<file path="src/rtl/cpm_pkg.sv">
// shared constants, types and decode functions of the charge port mode block
package cpm_pkg;
    localparam int unsigned CLK_HZ = 40_000_000;
    localparam int unsigned DISCH_MS = 310;
    localparam int unsigned RELEASE_S = 15;
    localparam int unsigned HID_MS = 64;
    localparam int unsigned DISCH_CYC = DISCH_MS * (CLK_HZ / 1000);
    localparam int unsigned RELEASE_CYC = RELEASE_S * CLK_HZ;
    localparam int unsigned HID_CYC = HID_MS * (CLK_HZ / 1000);

    localparam logic [3:0] ADDR_CTRL = 4'h0;
    localparam logic [3:0] ADDR_STATUS = 4'h4;
    localparam int unsigned CTRL_ENABLE_BIT = 0;
    localparam logic CTRL_ENABLE_RESET = 1'h1;
    localparam logic [1:0] RESP_OKAY = 2'h0;
    localparam logic [1:0] RESP_SLVERR = 2'h2;

    localparam logic [3:0] CODE_OFF = 4'h0;
    localparam logic [3:0] CODE_WAKE = 4'h3;
    localparam logic [3:0] CODE_AUTO_DETECT = 4'h7;
    localparam logic [3:0] CODE_CDP = 4'hf;

    typedef enum logic [6:0] {
        ST_OFF = 7'h01,
        ST_RENEG = 7'h02,
        ST_PASS = 7'h04,
        ST_AUTO = 7'h08,
        ST_FORCED = 7'h10,
        ST_WAKE_IDLE = 7'h20,
        ST_WAKE_CHG = 7'h40
    } cpm_state_t;

    typedef enum logic [1:0] {
        LIM_NONE = 2'h0,
        LIM_LOW = 2'h1,
        LIM_HIGH = 2'h2,
        LIM_IDLE = 2'h3
    } cpm_limit_t;

    typedef enum logic {
        SCH_SPLIT_A = 1'h0,
        SCH_SHORTED = 1'h1
    } cpm_scheme_t;

    typedef struct packed {
        logic [31:0] awaddr;
        logic awvalid;
        logic [31:0] wdata;
        logic [3:0] wstrb;
        logic wvalid;
        logic bready;
        logic [31:0] araddr;
        logic arvalid;
        logic rready;
    } cpm_axil_req_t;

    typedef struct packed {
        logic awready;
        logic wready;
        logic bvalid;
        logic [1:0] bresp;
        logic arready;
        logic rvalid;
        logic [31:0] rdata;
        logic [1:0] rresp;
    } cpm_axil_rsp_t;

    // analogue comparator and data-line detector results
    typedef struct packed {
        logic above_low;
        logic at_idle_limit;
        logic above_offset;
        logic primary_detect;
        logic shorted_attach;
        logic hid_attached;
        logic hid_activity;
    } cpm_sense_t;

    function automatic cpm_state_t mode_target(input logic [3:0] code);
        cpm_state_t t;
        t = ST_PASS;
        if (code[3:1] == 3'b000)
            t = ST_OFF;
        else if (code == CODE_WAKE)
            t = ST_WAKE_IDLE;
        else if (code[3:1] == 3'b001 || code[3:1] == 3'b011)
            t = ST_AUTO;
        else if (code[3:2] == 2'b10)
            t = ST_FORCED;
        return t;
    endfunction

    function automatic logic is_auto_code(input logic [3:0] code);
        return code[3:1] == 3'b011;
    endfunction

    function automatic logic is_wake_source(input logic [3:0] code);
        return code[3:1] == 3'b111 || code[3:1] == 3'b010;
    endfunction
endpackage

</file>
<file path="src/rtl/cpm_sync.sv">
// two-stage synchroniser for asynchronous pins
`timescale 1ns/1ps
module cpm_sync #(
    parameter int unsigned W = 1
) (
    input wire logic clk_i,
    input wire logic rst_n_i,
    input wire logic [W-1:0] d_i,
    output logic [W-1:0] q_o
);
    logic [W-1:0] meta_reg;

    always_ff @(posedge clk_i or negedge rst_n_i)
    begin
        if (!rst_n_i)
        begin
            meta_reg <= '0;
            q_o <= '0;
        end
        else
        begin
            meta_reg <= d_i;
            q_o <= meta_reg;
        end
    end
endmodule

</file>
<file path="src/rtl/cpm_interval_timer.sv">
// cycle counter that flags a run held for the full interval
`timescale 1ns/1ps
module cpm_interval_timer (
    input wire logic clk_i,
    input wire logic rst_n_i,
    input wire logic run_i,
    input wire logic [31:0] limit_i,
    output logic done_o
);
    logic [31:0] count_reg;

    // dropping run clears the count, so the interval must be continuous
    always_ff @(posedge clk_i or negedge rst_n_i)
    begin
        if (!rst_n_i)
        begin
            count_reg <= '0;
            done_o <= 1'b0;
        end
        else if (!run_i)
        begin
            count_reg <= '0;
            done_o <= 1'b0;
        end
        else if (count_reg + 32'h1 >= limit_i)
            done_o <= 1'b1;
        else
            count_reg <= count_reg + 32'h1;
    end
endmodule

</file>
<file path="src/rtl/cpm_charge_port.sv">
// charging-port mode decode, wake sequence and load-present control
`timescale 1ns/1ps
module cpm_charge_port #(
    parameter int unsigned DISCH_CYCLES = cpm_pkg::DISCH_CYC,
    parameter int unsigned RELEASE_CYCLES = cpm_pkg::RELEASE_CYC,
    parameter int unsigned HID_CYCLES = cpm_pkg::HID_CYC
) (
    input wire logic clk_sys_i,
    input wire logic resetn_i,
    input wire logic mode_select_a_i,
    input wire logic mode_select_b_i,
    input wire logic mode_select_c_i,
    input wire logic limit_select_i,
    input wire cpm_pkg::cpm_sense_t sense_i,
    input wire cpm_pkg::cpm_axil_req_t axi_i,
    output cpm_pkg::cpm_axil_rsp_t axi_o,
    output logic load_present_n_o,
    output logic data_switch_on_o,
    output logic power_switch_on_o,
    output logic discharge_o,
    output cpm_pkg::cpm_limit_t limit_o,
    output cpm_pkg::cpm_scheme_t scheme_o
);
    import cpm_pkg::*;

    logic rst_meta_reg;
    logic rst_n_q;
    logic [3:0] code_q;
    cpm_sense_t sense_q;
    cpm_state_t state_reg;
    cpm_state_t ret_reg;
    cpm_scheme_t scheme_reg;
    logic [3:0] cur_code_reg;
    logic enable_reg;
    logic hid_hold_reg;
    logic hid_timing_reg;
    logic disch_done;
    logic release_done;
    logic hid_done;
    logic [3:0] eff_code;
    logic hid_block;
    logic accept;
    logic swap_ok;
    logic release_run;
    logic awready_reg;
    logic bvalid_reg;
    logic [1:0] bresp_reg;
    logic arready_reg;
    logic rvalid_reg;
    logic [31:0] rdata_reg;
    logic [1:0] rresp_reg;
    logic [31:0] status_word;

    always_ff @(posedge clk_sys_i or negedge resetn_i)
    begin
        if (!resetn_i)
        begin
            rst_meta_reg <= 1'b0;
            rst_n_q <= 1'b0;
        end
        else
        begin
            rst_meta_reg <= 1'b1;
            rst_n_q <= rst_meta_reg;
        end
    end

    cpm_sync #(.W(4)) u_code_sync (
        .clk_i(clk_sys_i),
        .rst_n_i(rst_n_q),
        .d_i({mode_select_a_i, mode_select_b_i, mode_select_c_i,
            limit_select_i}),
        .q_o(code_q)
    );

    cpm_sync #(.W(7)) u_sense_sync (
        .clk_i(clk_sys_i),
        .rst_n_i(rst_n_q),
        .d_i(sense_i),
        .q_o(sense_q)
    );

    // software disable looks like the all-zero discharge pattern
    assign eff_code = enable_reg ? code_q : CODE_OFF;
    assign hid_block = hid_hold_reg && is_auto_code(eff_code) && !hid_done;
    assign accept = (eff_code != cur_code_reg) && !hid_block;
    assign swap_ok = eff_code[3:1] == 3'b111 && cur_code_reg[3:1] == 3'b111;
    assign release_run = state_reg == ST_WAKE_CHG && !sense_q.above_low;

    cpm_interval_timer u_disch_timer (
        .clk_i(clk_sys_i),
        .rst_n_i(rst_n_q),
        .run_i(state_reg == ST_RENEG),
        .limit_i(DISCH_CYCLES),
        .done_o(disch_done)
    );

    cpm_interval_timer u_release_timer (
        .clk_i(clk_sys_i),
        .rst_n_i(rst_n_q),
        .run_i(release_run),
        .limit_i(RELEASE_CYCLES),
        .done_o(release_done)
    );

    cpm_interval_timer u_hid_timer (
        .clk_i(clk_sys_i),
        .rst_n_i(rst_n_q),
        .run_i(hid_timing_reg),
        .limit_i(HID_CYCLES),
        .done_o(hid_done)
    );

    // mode state, accepted pattern, return state and line scheme
    always_ff @(posedge clk_sys_i or negedge rst_n_q)
    begin
        if (!rst_n_q)
        begin
            state_reg <= ST_OFF;
            ret_reg <= ST_OFF;
            scheme_reg <= SCH_SPLIT_A;
            cur_code_reg <= CODE_OFF;
        end
        else if (accept)
        begin
            cur_code_reg <= eff_code;
            scheme_reg <= (eff_code[3:1] == 3'b100) ? SCH_SHORTED
                : SCH_SPLIT_A;
            ret_reg <= mode_target(eff_code);
            if (swap_ok)
                state_reg <= mode_target(eff_code);
            else if (mode_target(eff_code) == ST_OFF)
                state_reg <= ST_OFF;
            else
                state_reg <= ST_RENEG;
        end
        else
        begin
            unique case (state_reg)
                ST_RENEG:
                begin
                    if (disch_done)
                        state_reg <= ret_reg;
                end
                ST_AUTO:
                begin
                    if (scheme_reg == SCH_SPLIT_A && sense_q.shorted_attach)
                    begin
                        scheme_reg <= SCH_SHORTED;
                        ret_reg <= ST_AUTO;
                        state_reg <= ST_RENEG;
                    end
                    else if (scheme_reg == SCH_SHORTED
                        && !sense_q.shorted_attach)
                        scheme_reg <= SCH_SPLIT_A;
                end
                ST_WAKE_IDLE:
                begin
                    if (sense_q.at_idle_limit)
                    begin
                        ret_reg <= ST_WAKE_CHG;
                        state_reg <= ST_RENEG;
                    end
                end
                ST_WAKE_CHG:
                begin
                    if (release_done)
                        state_reg <= ST_WAKE_IDLE;
                end
                ST_OFF, ST_PASS, ST_FORCED:
                begin
                end
            endcase
        end
    end

    // slow HID hold keeps the data path; activity arms the grace timer
    always_ff @(posedge clk_sys_i or negedge rst_n_q)
    begin
        if (!rst_n_q)
        begin
            hid_hold_reg <= 1'b0;
            hid_timing_reg <= 1'b0;
        end
        else
        begin
            if (hid_done || !sense_q.hid_attached)
                hid_hold_reg <= 1'b0;
            else if (state_reg == ST_PASS && is_wake_source(cur_code_reg))
                hid_hold_reg <= 1'b1;
            if (!hid_block)
                hid_timing_reg <= 1'b0;
            else if (sense_q.hid_activity)
                hid_timing_reg <= 1'b1;
        end
    end

    // port outputs, one cycle behind the state
    always_ff @(posedge clk_sys_i or negedge rst_n_q)
    begin
        if (!rst_n_q)
        begin
            load_present_n_o <= 1'b1;
            data_switch_on_o <= 1'b0;
            power_switch_on_o <= 1'b0;
            discharge_o <= 1'b1;
            limit_o <= LIM_NONE;
            scheme_o <= SCH_SPLIT_A;
        end
        else
        begin
            data_switch_on_o <= state_reg == ST_PASS;
            power_switch_on_o <= !(state_reg inside {ST_OFF, ST_RENEG});
            discharge_o <= state_reg inside {ST_OFF, ST_RENEG};
            scheme_o <= scheme_reg;
            unique case (state_reg)
                ST_OFF, ST_RENEG: limit_o <= LIM_NONE;
                ST_WAKE_IDLE: limit_o <= LIM_IDLE;
                ST_WAKE_CHG, ST_AUTO: limit_o <= LIM_HIGH;
                ST_PASS, ST_FORCED:
                    limit_o <= cur_code_reg[0] ? LIM_HIGH : LIM_LOW;
            endcase
            load_present_n_o <= !(state_reg == ST_WAKE_CHG
                || (state_reg == ST_RENEG && ret_reg == ST_WAKE_CHG)
                || (state_reg == ST_AUTO && cur_code_reg == CODE_AUTO_DETECT
                    && sense_q.above_offset)
                || (state_reg == ST_PASS && cur_code_reg == CODE_CDP
                    && (sense_q.above_offset || sense_q.primary_detect)));
        end
    end

    assign status_word = {13'h0, hid_hold_reg, scheme_reg, limit_o,
        discharge_o, power_switch_on_o, data_switch_on_o, load_present_n_o,
        cur_code_reg, state_reg};

    // register write channel: address and data taken together
    always_ff @(posedge clk_sys_i or negedge rst_n_q)
    begin
        if (!rst_n_q)
        begin
            awready_reg <= 1'b0;
            bvalid_reg <= 1'b0;
            bresp_reg <= RESP_OKAY;
            enable_reg <= CTRL_ENABLE_RESET;
        end
        else if (awready_reg)
        begin
            awready_reg <= 1'b0;
            bvalid_reg <= 1'b1;
            bresp_reg <= RESP_OKAY;
            if (axi_i.awaddr[31:4] != 28'h0 || axi_i.awaddr[1:0] != 2'h0)
                bresp_reg <= RESP_SLVERR;
            else if (axi_i.awaddr[3:0] == ADDR_CTRL && axi_i.wstrb[0])
                enable_reg <= axi_i.wdata[CTRL_ENABLE_BIT];
            else if (axi_i.awaddr[3:0] != ADDR_CTRL
                && axi_i.awaddr[3:0] != ADDR_STATUS)
                bresp_reg <= RESP_SLVERR;
        end
        else if (bvalid_reg)
        begin
            if (axi_i.bready)
                bvalid_reg <= 1'b0;
        end
        else if (axi_i.awvalid && axi_i.wvalid)
            awready_reg <= 1'b1;
    end

    // register read channel
    always_ff @(posedge clk_sys_i or negedge rst_n_q)
    begin
        if (!rst_n_q)
        begin
            arready_reg <= 1'b0;
            rvalid_reg <= 1'b0;
            rdata_reg <= 32'h0;
            rresp_reg <= RESP_OKAY;
        end
        else if (arready_reg)
        begin
            arready_reg <= 1'b0;
            rvalid_reg <= 1'b1;
            rdata_reg <= 32'h0;
            rresp_reg <= RESP_OKAY;
            if (axi_i.araddr[31:4] != 28'h0 || axi_i.araddr[1:0] != 2'h0)
                rresp_reg <= RESP_SLVERR;
            else if (axi_i.araddr[3:0] == ADDR_CTRL)
                rdata_reg <= {31'h0, enable_reg};
            else if (axi_i.araddr[3:0] == ADDR_STATUS)
                rdata_reg <= status_word;
            else
                rresp_reg <= RESP_SLVERR;
        end
        else if (rvalid_reg)
        begin
            if (axi_i.rready)
                rvalid_reg <= 1'b0;
        end
        else if (axi_i.arvalid)
            arready_reg <= 1'b1;
    end

    assign axi_o = '{awready: awready_reg, wready: awready_reg,
        bvalid: bvalid_reg, bresp: bresp_reg, arready: arready_reg,
        rvalid: rvalid_reg, rdata: rdata_reg, rresp: rresp_reg};
endmodule

</file>
<file path="config.mk">
export PLATFORM = sky130hd
export DESIGN_NAME = cpm_charge_port
export DESIGN_NICKNAME = d
export VERILOG_FILES = /design/src/rtl/cpm_pkg.sv /design/src/rtl/cpm_sync.sv /design/src/rtl/cpm_interval_timer.sv /design/src/rtl/cpm_charge_port.sv
export SDC_FILE = /design/constraint.sdc
export NUM_CORES = 1
export LEC_CHECK = 0
export BUFFER_PORTS_ARGS = -buffer_cell sky130_fd_sc_hd__buf_4
export CORE_MARGIN = 5
export CORE_UTILIZATION = 30
export DETAILED_ROUTE_END_ITERATION = 12
export MAX_ROUTING_LAYER = met4
export PLACE_DENSITY = 0.54
export RECOVER_POWER = 50
export SYNTH_ARGS = -nofsm -noshare
export SYNTH_HDL_FRONTEND = slang
export SYNTH_SLANG_ARGS = --single-unit
export TNS_END_PERCENT = 30
</file>
<file path="constraint.sdc">
create_clock -name clk_sys_i -period 15.5 [get_ports clk_sys_i]
set_input_delay 1.55 -clock clk_sys_i [delete_from_list [all_inputs] [get_ports clk_sys_i]]
set_output_delay 1.55 -clock clk_sys_i [all_outputs]
set_load 0.05 [all_outputs]
</file>
Word level (Yosys, flattened, before mapping)
Cells that the tools add are included.

word-level totals
  flip-flop bits (word level) = 192
  bits in latches = 0
  bits in writable memories = 0
  memory bits (read-only) = 0
  input bits = 118
  output and inout bits = 48
  logic and storage cells = 189
  memories kept = 0

operators by class
  $add $sub $neg = 3
  multiply operators = 0
  div/mod/pow operators = 0
  $lt $le $gt $ge = 3
  equal/unequal tests = 33
  shifts and indexed selects = 0
  muxes and demuxes = 63
  bitwise operators = 2
  reduce and logical (&&, ||, !) cells = 53

operators by type and width
  operator                 count
  $mux W32                 6
  $add A32 B1 Y32 const B  3
  $mux W7                  11
  $mux W19                 3
  $reduce_bool A28 Y1      2
  $ge A32 B22 Y1 const B   1
  $ge A32 B24 Y1 const B   1
  $ge A32 B30 Y1 const B   1
  $pmux W7 S4              1
  $mux W1                  27
  $logic_and A1 B1 Y1      16
  $mux W2                  8
  $eq A7 B1 Y1 const B     2
  $eq A7 B7 Y1 const B     2
  $pmux W7 S2              1
  $mux W6                  2
  $mux W5                  2
  $ne A2 B2 Y1 const B     5
  $reduce_bool A2 Y1       5
  $eq A3 B3 Y1 const B     3
  $logic_or A1 B1 Y1       9
  $eq A4 B3 Y1 const B     2
  $logic_not A4 Y1         2
  $pmux W2 S4              1
  26 further kinds         41

Logic depth before layout (Yosys ltp)
Gate-level depths: netlist of the first run.

  depth after elaboration = 12
  depth in mapped cells = 14
  mapped depth without buffers = 10

By module
Synthesis of the first run repeated with hierarchy kept, for this count alone.

second synthesis, totals
  cells, all modules = 1386
  area total of the unflattened synthesis = 12298.0 µm²

modules (own cells, without submodules)
  module                                instances  cells each  area an instance (µm²)  sequential area each (µm²)
  cpm_interval_timer (u_release_timer)  1          347         3005.4                  825.8
  cpm_charge_port                       1          323         2980.4                  1382.6
  cpm_interval_timer (u_disch_timer)    1          351         2897.8                  825.8
  cpm_interval_timer (u_hid_timer)      1          343         2864.0                  825.8
  cpm_sync (u_sense_sync)               1          14          350.3                   350.3
  cpm_sync (u_code_sync)                1          8           200.2                   200.2

Least setup slack after synthesis of the first run
Ideal clock, no wire load.

  path kind = reg2reg
  start = register u_disch_timer.count_reg[0]
  end = register u_disch_timer.count_reg[19]
  library setup time = 0.078 ns
  arrival = 3.164 ns
  required time = 15.422 ns
  path slack = 12.258 ns
  cell stages (with the launch flop) = 13
  path buffers = 2
  clock period less this slack = 3.242 ns
  path through = dfrtp_1 ha_1 nand4_1 or3_1 buf_6 nor4_4 and3_1 nor2_1 or4_1 buf_2 or3b_4 or3_1 a21oi_1

on the way
  longest elaborated chain between the ends = 3
  elaborated cells between the ends (all ways) = 5
  those cells by class = add/sub: 1; order compare: 1; eq/ne: 1; mux: 2

ends and longest elaborated chain
  element                                                    line                                                text
  start: declaration                                         cpm_interval_timer.sv:10                            logic [31:0] count_reg;
  start signal: assignment                                   cpm_interval_timer.sv:28                            count_reg <= count_reg + 32'h1;
  $add A32 B1 Y32 (*)                                        cpm_interval_timer.sv:25, cpm_interval_timer.sv:28
  $ge A32 B24 Y1 / $mux W32 (equally long branches)          cpm_interval_timer.sv:25                            else if (count_reg + 32'h1 >= limit_i)
  $ne A2 B2 Y1 (no line) / $mux W32 (equally long branches)  n/a

Every way passes the cells marked *; elsewhere a longest branch is shown, timed or not. The select of a mux whose other input is x is not followed.
A chain may end at the register's enable or synchronous reset.

==> key figures, run 1 <==
Place
  • # port buffers: 116
  • Gpl congestion: 0.802
  • Detail Placement HPWL: 15600 um
  • Placed cell count: 1531

CTS
  • CTS tree: built
  • CTS root buffer: clkbuf_16
  • Worst skew pair latency: 450 ps
  • Num CTS Buffers: 17
  • Clk pin slew, worst setup/hold paths: 70 ps
  • Cts hold-fix bufs: 0
  • Clock Path Buffers: 2
  • Resize count post-CTS: 0
  • H-tree Lvls: 4
  • Post-CTS Setup Repair Bufs: 0
  • CTS sink cnt: approximately 180

Synthesis
  • Yosys cell types: 73
  • Synth Flop Type: dfrtp_1
  • Post-synthesis sequential area ratio: 45.9%
  • Largest cells by area after synthesis: dfrtp_1, nand2_1, o21ai_0
  • Synth top area share: 44.6%
  • Mapped Cells: 1068
  • Yosys warns: 0
  • Syn avg cell area: 8.99 um^2
  • Post-synth top area cell: dfrtp_1
  • Synth top cells by count: dfrtp_1, nand2_1, o21ai_0
  • Most numerous cell in the Yosys netlist: dfrtp_1
  • Mapped Area: 9600 um^2
  • Flops & latches, synth: 176
  • EDFF count, synth: 0
  • Async set-reset flop share out of synthesis: 100%

STA
  • Final min period: ~5000 ps
  • Relative slew slack: -158%
  • Hold Violations, Final: 0
  • RSZ-0062 raised after global routing: no
  • Fmax achieved: around 0.2 GHz
  • Post-route clock period utilization: ~32%
  • Worst Hold Slack: 350 ps
  • Final Setup Violations: 0
  • Tightest Pin Transition: 3870 ps
  • Max Slew Vio Count: approximately 140
  • Post-route setup TNS: 0 ps
  • Skew final: 21.6 ps

Finish
  • ANT cells: 0
  • Fillers: roughly 3300
  • Area grow syn2layout: 17.8%
  • Layout Cells excl Fill: 1563
  • Layout cells sized above 1: 15.9%
  • Final-stage net count: roughly 1300

Power
  • Pwr dens: 84.2 nW/um^2
  • Peak VDD IR: about 0.064 mV
  • Lkg Pwr: 0.00475 uW
  • Total power: around 950 uW

Critical path
  • Largest stage delay, worst path: 2790 ps
  • Setup crit end kind: async pin
  • CP top delay family: buffers and inverters
  • Worst-path maximum fanout: 70
  • Startpoint Class: register
  • Slowest CP cell: clkbuf_1
  • CP Class: reg -> async
  • Critical path buffers and inverters: 1
  • Required @ worst endpoint: 15150 ps
  • Cells along the critical path: clkbuf_1
  • Data arrival, critical path: roughly 4600 ps

Worst hold path
  • Worst Hold Class: reg -> reg

Route
  • Residual DRC count: 0
  • Drt total wl: 22600 um
  • Antenna Nets Post-Route: 0
  • Wire per inst: 14.5 um
  • DR vias: 7959
  • Vias per std cell: around 5.1
  • Iteration count of the initial detailed-routing pass: 5
  • Iter 0 DRT Violations: 497

Floorplan
  • Die height: 189 um
  • Core box area: roughly 32000 um^2
  • Die ar.: 35700 um^2
  • Ports: about 170
  • Rows: 65
  • Width of the die: 189 um
  • Initial Utilization: 30.4%

GRT
  • Initial antenna violation count: 0
  • First-pass GRT wire length: a little under 40000 um
  • Vias in the first global route: 7780
  • Largest net degree at the start of global routing: 71
  • Grt ovf: 0
  • Total GRT Usage: 13.1%

Job
  • Maxcap violations: 2

Status
  • Failing checks: capacitance limit, slew limit
  • Status: finished, violations left
-- power by group --
group / switching (uW) / internal [uW] / total, uW / leakage (uW)
combinational: 26.0 / 16.9 / 42.9 / 0.00209
sequential: 7.25 / 463 / 471 / 0.00237
clock: 216 / 222 / 438 / 0.000291
-- worst paths after layout --
kind / to / cells past startpoint / slack [ps] / from
min: u_sense_sync.q_o[1] / 0 / 350 / u_sense_sync.meta_reg[1]
max in group clk_sys_i: u_release_timer.count_reg[4] / 10 / 11230 / u_release_timer.count_reg[0]
min reg2reg: u_sense_sync.q_o[1] / 0 / 350 / u_sense_sync.meta_reg[1]
max: u_release_timer.count_reg[21] / 1 / 10520 / rst_n_q
min in group asynchronous: u_hid_timer.count_reg[19] / 0 / 600 / rst_n_q
max reg2reg: u_release_timer.count_reg[21] / 1 / 10520 / rst_n_q
-- cell families (layout without fill, tap and decap cells) --
logic type / after synthesis / in the layout / synth area share, %
DFF: 176 / 176 / 45.9
xor gates and xnor gates: 52 / 52 / 4.74
muxes: 15 / 15 / 1.63
buffers and inverters: 120 / 199 / 5.62
adders and majority gates: 3 / 3 / 0.391
other: 2 / 16 / 0.0782
AOI/OAI and AO/OA: 217 / 217 / 14.3
and+or+nand+nor: 483 / 483 / 27.3
-- stage by stage --
stage | util (%) | setup WS, ps | instance area (um^2)
floorplan | - | 10240 | 9650
global placement | 34.0 | 11360 | 10700
detailed placement | 34.0 | 11330 | 10700
CTS | 35.9 | 11310 | 11300
global route | 35.8 | 9240 | 11300
finish | 35.8 | 10520 | 11300
-- per-layer routing --
| layer | GRT usage (%) | up-vias | part of all wire [%] | wire [um] |
|---|---|---|---|---|
| li1 | - | 3975 | - | - |
| met1 | 17.1 | 3814 | 47 | 10600 |
| met2 | 21.2 | 150 | 49 | 11100 |
| met3 | 2.58 | 20 | 3.2 | 730 |
| met4 | 3.22 | 0 | 0.91 | 205 |
| met5 | - | - | 0 | 0 |
-- final cells by class --
class,instances,area [um^2],share of cell area [%]
inverters,44,165,1.46
repair buffers,123,912,8.07
well taps,402,503,4.45
clock inverters,14,169,1.49
multi-input cells,786,4710,41.6
flip-flops and latches,176,4410,39.0
clock buffers,18,439,3.88
-- placed cells by master, fill, tap and decap left out, types with 11 or more instances in the layout --
cell type / n
a211oi_1: 11
a21oi_1: 55
and2_1: 23
and3_1: 38
buf_4: 105
clkbuf_16: 17
clkbuf_4: 15
conb_1: 16
dfrtp_1: 171
inv_1: 44
nand2_1: 103
nand2b_1: 12
nand3_1: 59
nand4_1: 25
nor2_1: 61
nor3_1: 37
nor4_1: 40
o21ai_0: 74
or3_1: 28
xnor2_1: 27
xor2_1: 25
(Power assumes the default switching activity.)
==> inputs of run 2 (changes only) <==
- ABC_AREA: not set -> 1
- PLACE_DENSITY: 0.54 -> 0.55
- clock period: 15.5 -> 4.45 ns (I/O delays scaled with it)
==> key figures, run 2 <==
Status
  • Status: finished, violations left
  • Failing checks: capacitance limit, slew limit

Synthesis
  • Synth top cells by count: nand2_1, nor2_1, dfrtp_1
  • Mapped Area: 10600 um^2
  • Yosys warns: 0
  • EDFF count, synth: 0
  • Most numerous cell in the Yosys netlist: nand2_1
  • Post-synth top area cell: dfrtp_1
  • Largest cells by area after synthesis: dfrtp_1, nand2_1, nor2_1
  • Yosys cell types: between 40 and 50
  • Flops & latches, synth: between 150 and 200
  • Mapped Cells: 1494
  • Syn avg cell area: 7.10 um^2
  • Synth top area share: 40.4%
  • Post-synthesis sequential area ratio: 41.6%
  • Async set-reset flop share out of synthesis: 100%
  • Synth Flop Type: dfrtp_1

Finish
  • Commonest non-fill, non-tap cell in the layout: nand2_1
  • Layout Utilization: 35.4%
  • Final-stage net count: 1712
  • Fillers: 3762
  • Layout Cells excl Fill: 2059
  • Commonest non-fill, non-tap cells in the layout: nand2_1, nor2_1, dfrtp_1, inv_1, nand3_1
  • ANT cells: 0
  • Area grow syn2layout: 15.9%
  • Layout cells sized above 1: between 10% and 20%
  • Design area: 12300 um^2

GRT
  • Vias in the first global route: 9425
  • Total GRT Usage: 15.0%
  • Largest net degree at the start of global routing: about 110
  • Grt ovf: 0
  • Initial antenna violation count: 0
  • First-pass GRT wire length: 47100 um

Critical path
  • R2R setup slack: 1430 ps
  • Worst flop-to-flop path endpoint: u_release_timer.done_o
  • Required @ worst endpoint: ~4800 ps
  • CP Class: reg -> reg
  • Startpoint Class: register
  • Worst R2R Start: u_release_timer.count_reg[0]
  • Data arrival, critical path: around 3400 ps
  • Setup crit end kind: register
  • CP Launch Point: u_release_timer.count_reg[0]
  • Worst-path maximum fanout: 16
  • Crit path to: u_release_timer.done_o
  • Worst r2r path cells: 15

CTS
  • CTS tree: built
  • Num CTS Buffers: 17
  • Post-CTS Setup Repair Bufs: 0
  • CTS root buffer: clkbuf_16
  • Worst skew pair latency: between 400 and 500 ps
  • H-tree Lvls: 4
  • Resize count post-CTS: 0
  • Clk pin slew, worst setup/hold paths: 80 ps
  • Clock Path Buffers: 2
  • CTS sink cnt: 176

STA
  • Post-route setup TNS: 0 ps
  • Max Slew Vio Count: 70
  • Skew final: 10.2 ps
  • Post-route clock period utilization: 67.8%
  • Hold Violations, Final: 0
  • Final min period: 3020 ps
  • Tightest Pin Transition: ~2800 ps
  • Fmax achieved: 0.332 GHz
  • Relative slew slack: -83.4%
  • RSZ-0062 raised after global routing: no
  • Final Setup Violations: 0
  • Post-route setup slack: approximately 1400 ps

Route
  • DR vias: between 9000 and 10000
  • Iter 0 DRT Violations: 569
  • Antenna Nets Post-Route: 0
  • Iteration count of the initial detailed-routing pass: 5
  • Drt total wl: 27900 um
  • Residual DRC count: 0
  • Vias per std cell: 4.66
  • Wire per inst: 13.5 um

Floorplan
  • Ports: ~170
  • Die height: approximately 200 um
  • Width of the die: 198 um
  • Initial Utilization: between 30% and 40%
  • Core box area: 34700 um^2
  • Rows: 68
  • Die ar.: between 30000 and 40000 um^2

Job
  • Maxcap violations: 1

Power
  • Internal power: around 2500 uW
  • Sw Ratio: about 29%
  • Clk pwr share: 42.7%
  • Switching power: ~1000 uW
  • Reg power frac: 47.8%
  • Comb power frac: 9.5%
  • Peak VDD IR: 0.271 mV
  • Pwr dens: about 290 nW/um^2
  • Lkg Pwr: 0.00578 uW

Place
  • Worst slack, placed: 1420 ps
  • Detail Placement HPWL: 20900 um
  • # port buffers: around 120
  • Gpl congestion: 0.891
  • Placed Area: 11800 um^2
  • Placed cell count: between 2000 and 2500

Worst hold path
  • Worst Hold Class: in -> reg
==> run 2: cell types whose count changed after synthesis, moves of 50 or more <==
| cell | previous run | this run |
|---|---|---|
| inv_1 | 44 | 162 |
| nand3_1 | 59 | 145 |
| nand2_1 | 103 | 447 |
| nand4_1 | 25 | 89 |
| nor2_1 | 61 | 196 |
| a21oi_1 | 55 | 5 |
==> run 2: kinds of logic after synthesis <==
group / Yosys count / share of synthesized area, %
AO/OA/AOI/OAI: 72 / 4.02
buffers and inverters: 231 / 9.52
other: 2 / 0.0708
XOR/XNOR: 47 / 3.88
flip-flops: 176 / 41.6
AND/OR/NAND/NOR: 963 / 40.6
adder cells (fa/ha/maj): 3 / 0.354
==> run 2: area by class of cell <==
type	instances	area, um^2	share of cell area (%)
clock buffer	17	425	3.46
clock inverter	15	178	1.45
inverter	170	638	5.19
multi-input combinational	1101	5240	42.7
sequential	176	4410	35.9
tap	455	569	4.63
timing repair buffer	125	826	6.72
==> run 2: how the worst min path moves through the flow <==
| stage | slack [ps] | depth (start not counted) | end | start |
|---|---|---|---|---|
| after global routing | 90 | 1 | u_code_sync.meta_reg[1] | mode_select_c_i |
| after global placement | 230 | 1 | rst_meta_reg | resetn_i |
| after detailed placement | 230 | 1 | rst_meta_reg | resetn_i |
| final | 120 | 1 | u_code_sync.meta_reg[1] | mode_select_c_i |
| after floorplan | 150 | 0 | rst_meta_reg | resetn_i |
| after CTS | 80 | 1 | u_code_sync.meta_reg[2] | mode_select_b_i |
==> run 2: per-stage QoR <==
stage	power, uW	hold slack (ps)
after floorplan	1970	149
after global placement	2080	231
after detailed placement	2090	229
after CTS	3630	78.1
after global routing	3720	94.0
final	3560	123
==> run 2: power by group through the flow <==
stage / clock network [uW] / logic [uW] / registers [uW]
2_1_floorplan: 0 / 208 / 1760
3_3_place_gp: 0 / 350 / 1730
3_5_place_dp: 0 / 354 / 1730
4_1_cts: 1570 / 355 / 1700
5_1_grt: 1630 / 375 / 1710
6_report: 1520 / 338 / 1700
==> run 2: layer usage <==
layer  global-route usage, %  wire [um]  vias up
li1                        -          -     4984
met1                    19.8      13300     4463
met2                    24.4      13400      131
met3                    2.42        792       26
met4                    3.52        427        0
met5                       -          0        -
==> run 2: what timing repair did <==
action	4_1_cts	5_1_grt
endpoints found under the hold margin	2	0
setup endpoints to repair	0	0
hold buffers	1	0
==> run 2: critical path, stage by stage (launching register included) <==
cell	delay, ps
dfrtp_1	430
ha_1	280
inv_1	90
nor3_1	420
nand3_1	140
nand2_1	80
nand2_1	60
nor2_1	100
nand3_1	110
nand2_1	80
nor2_1	50
nor2_2	520
buf_4	340
nand3b_1	100
nand2_1	70
inv_1	40
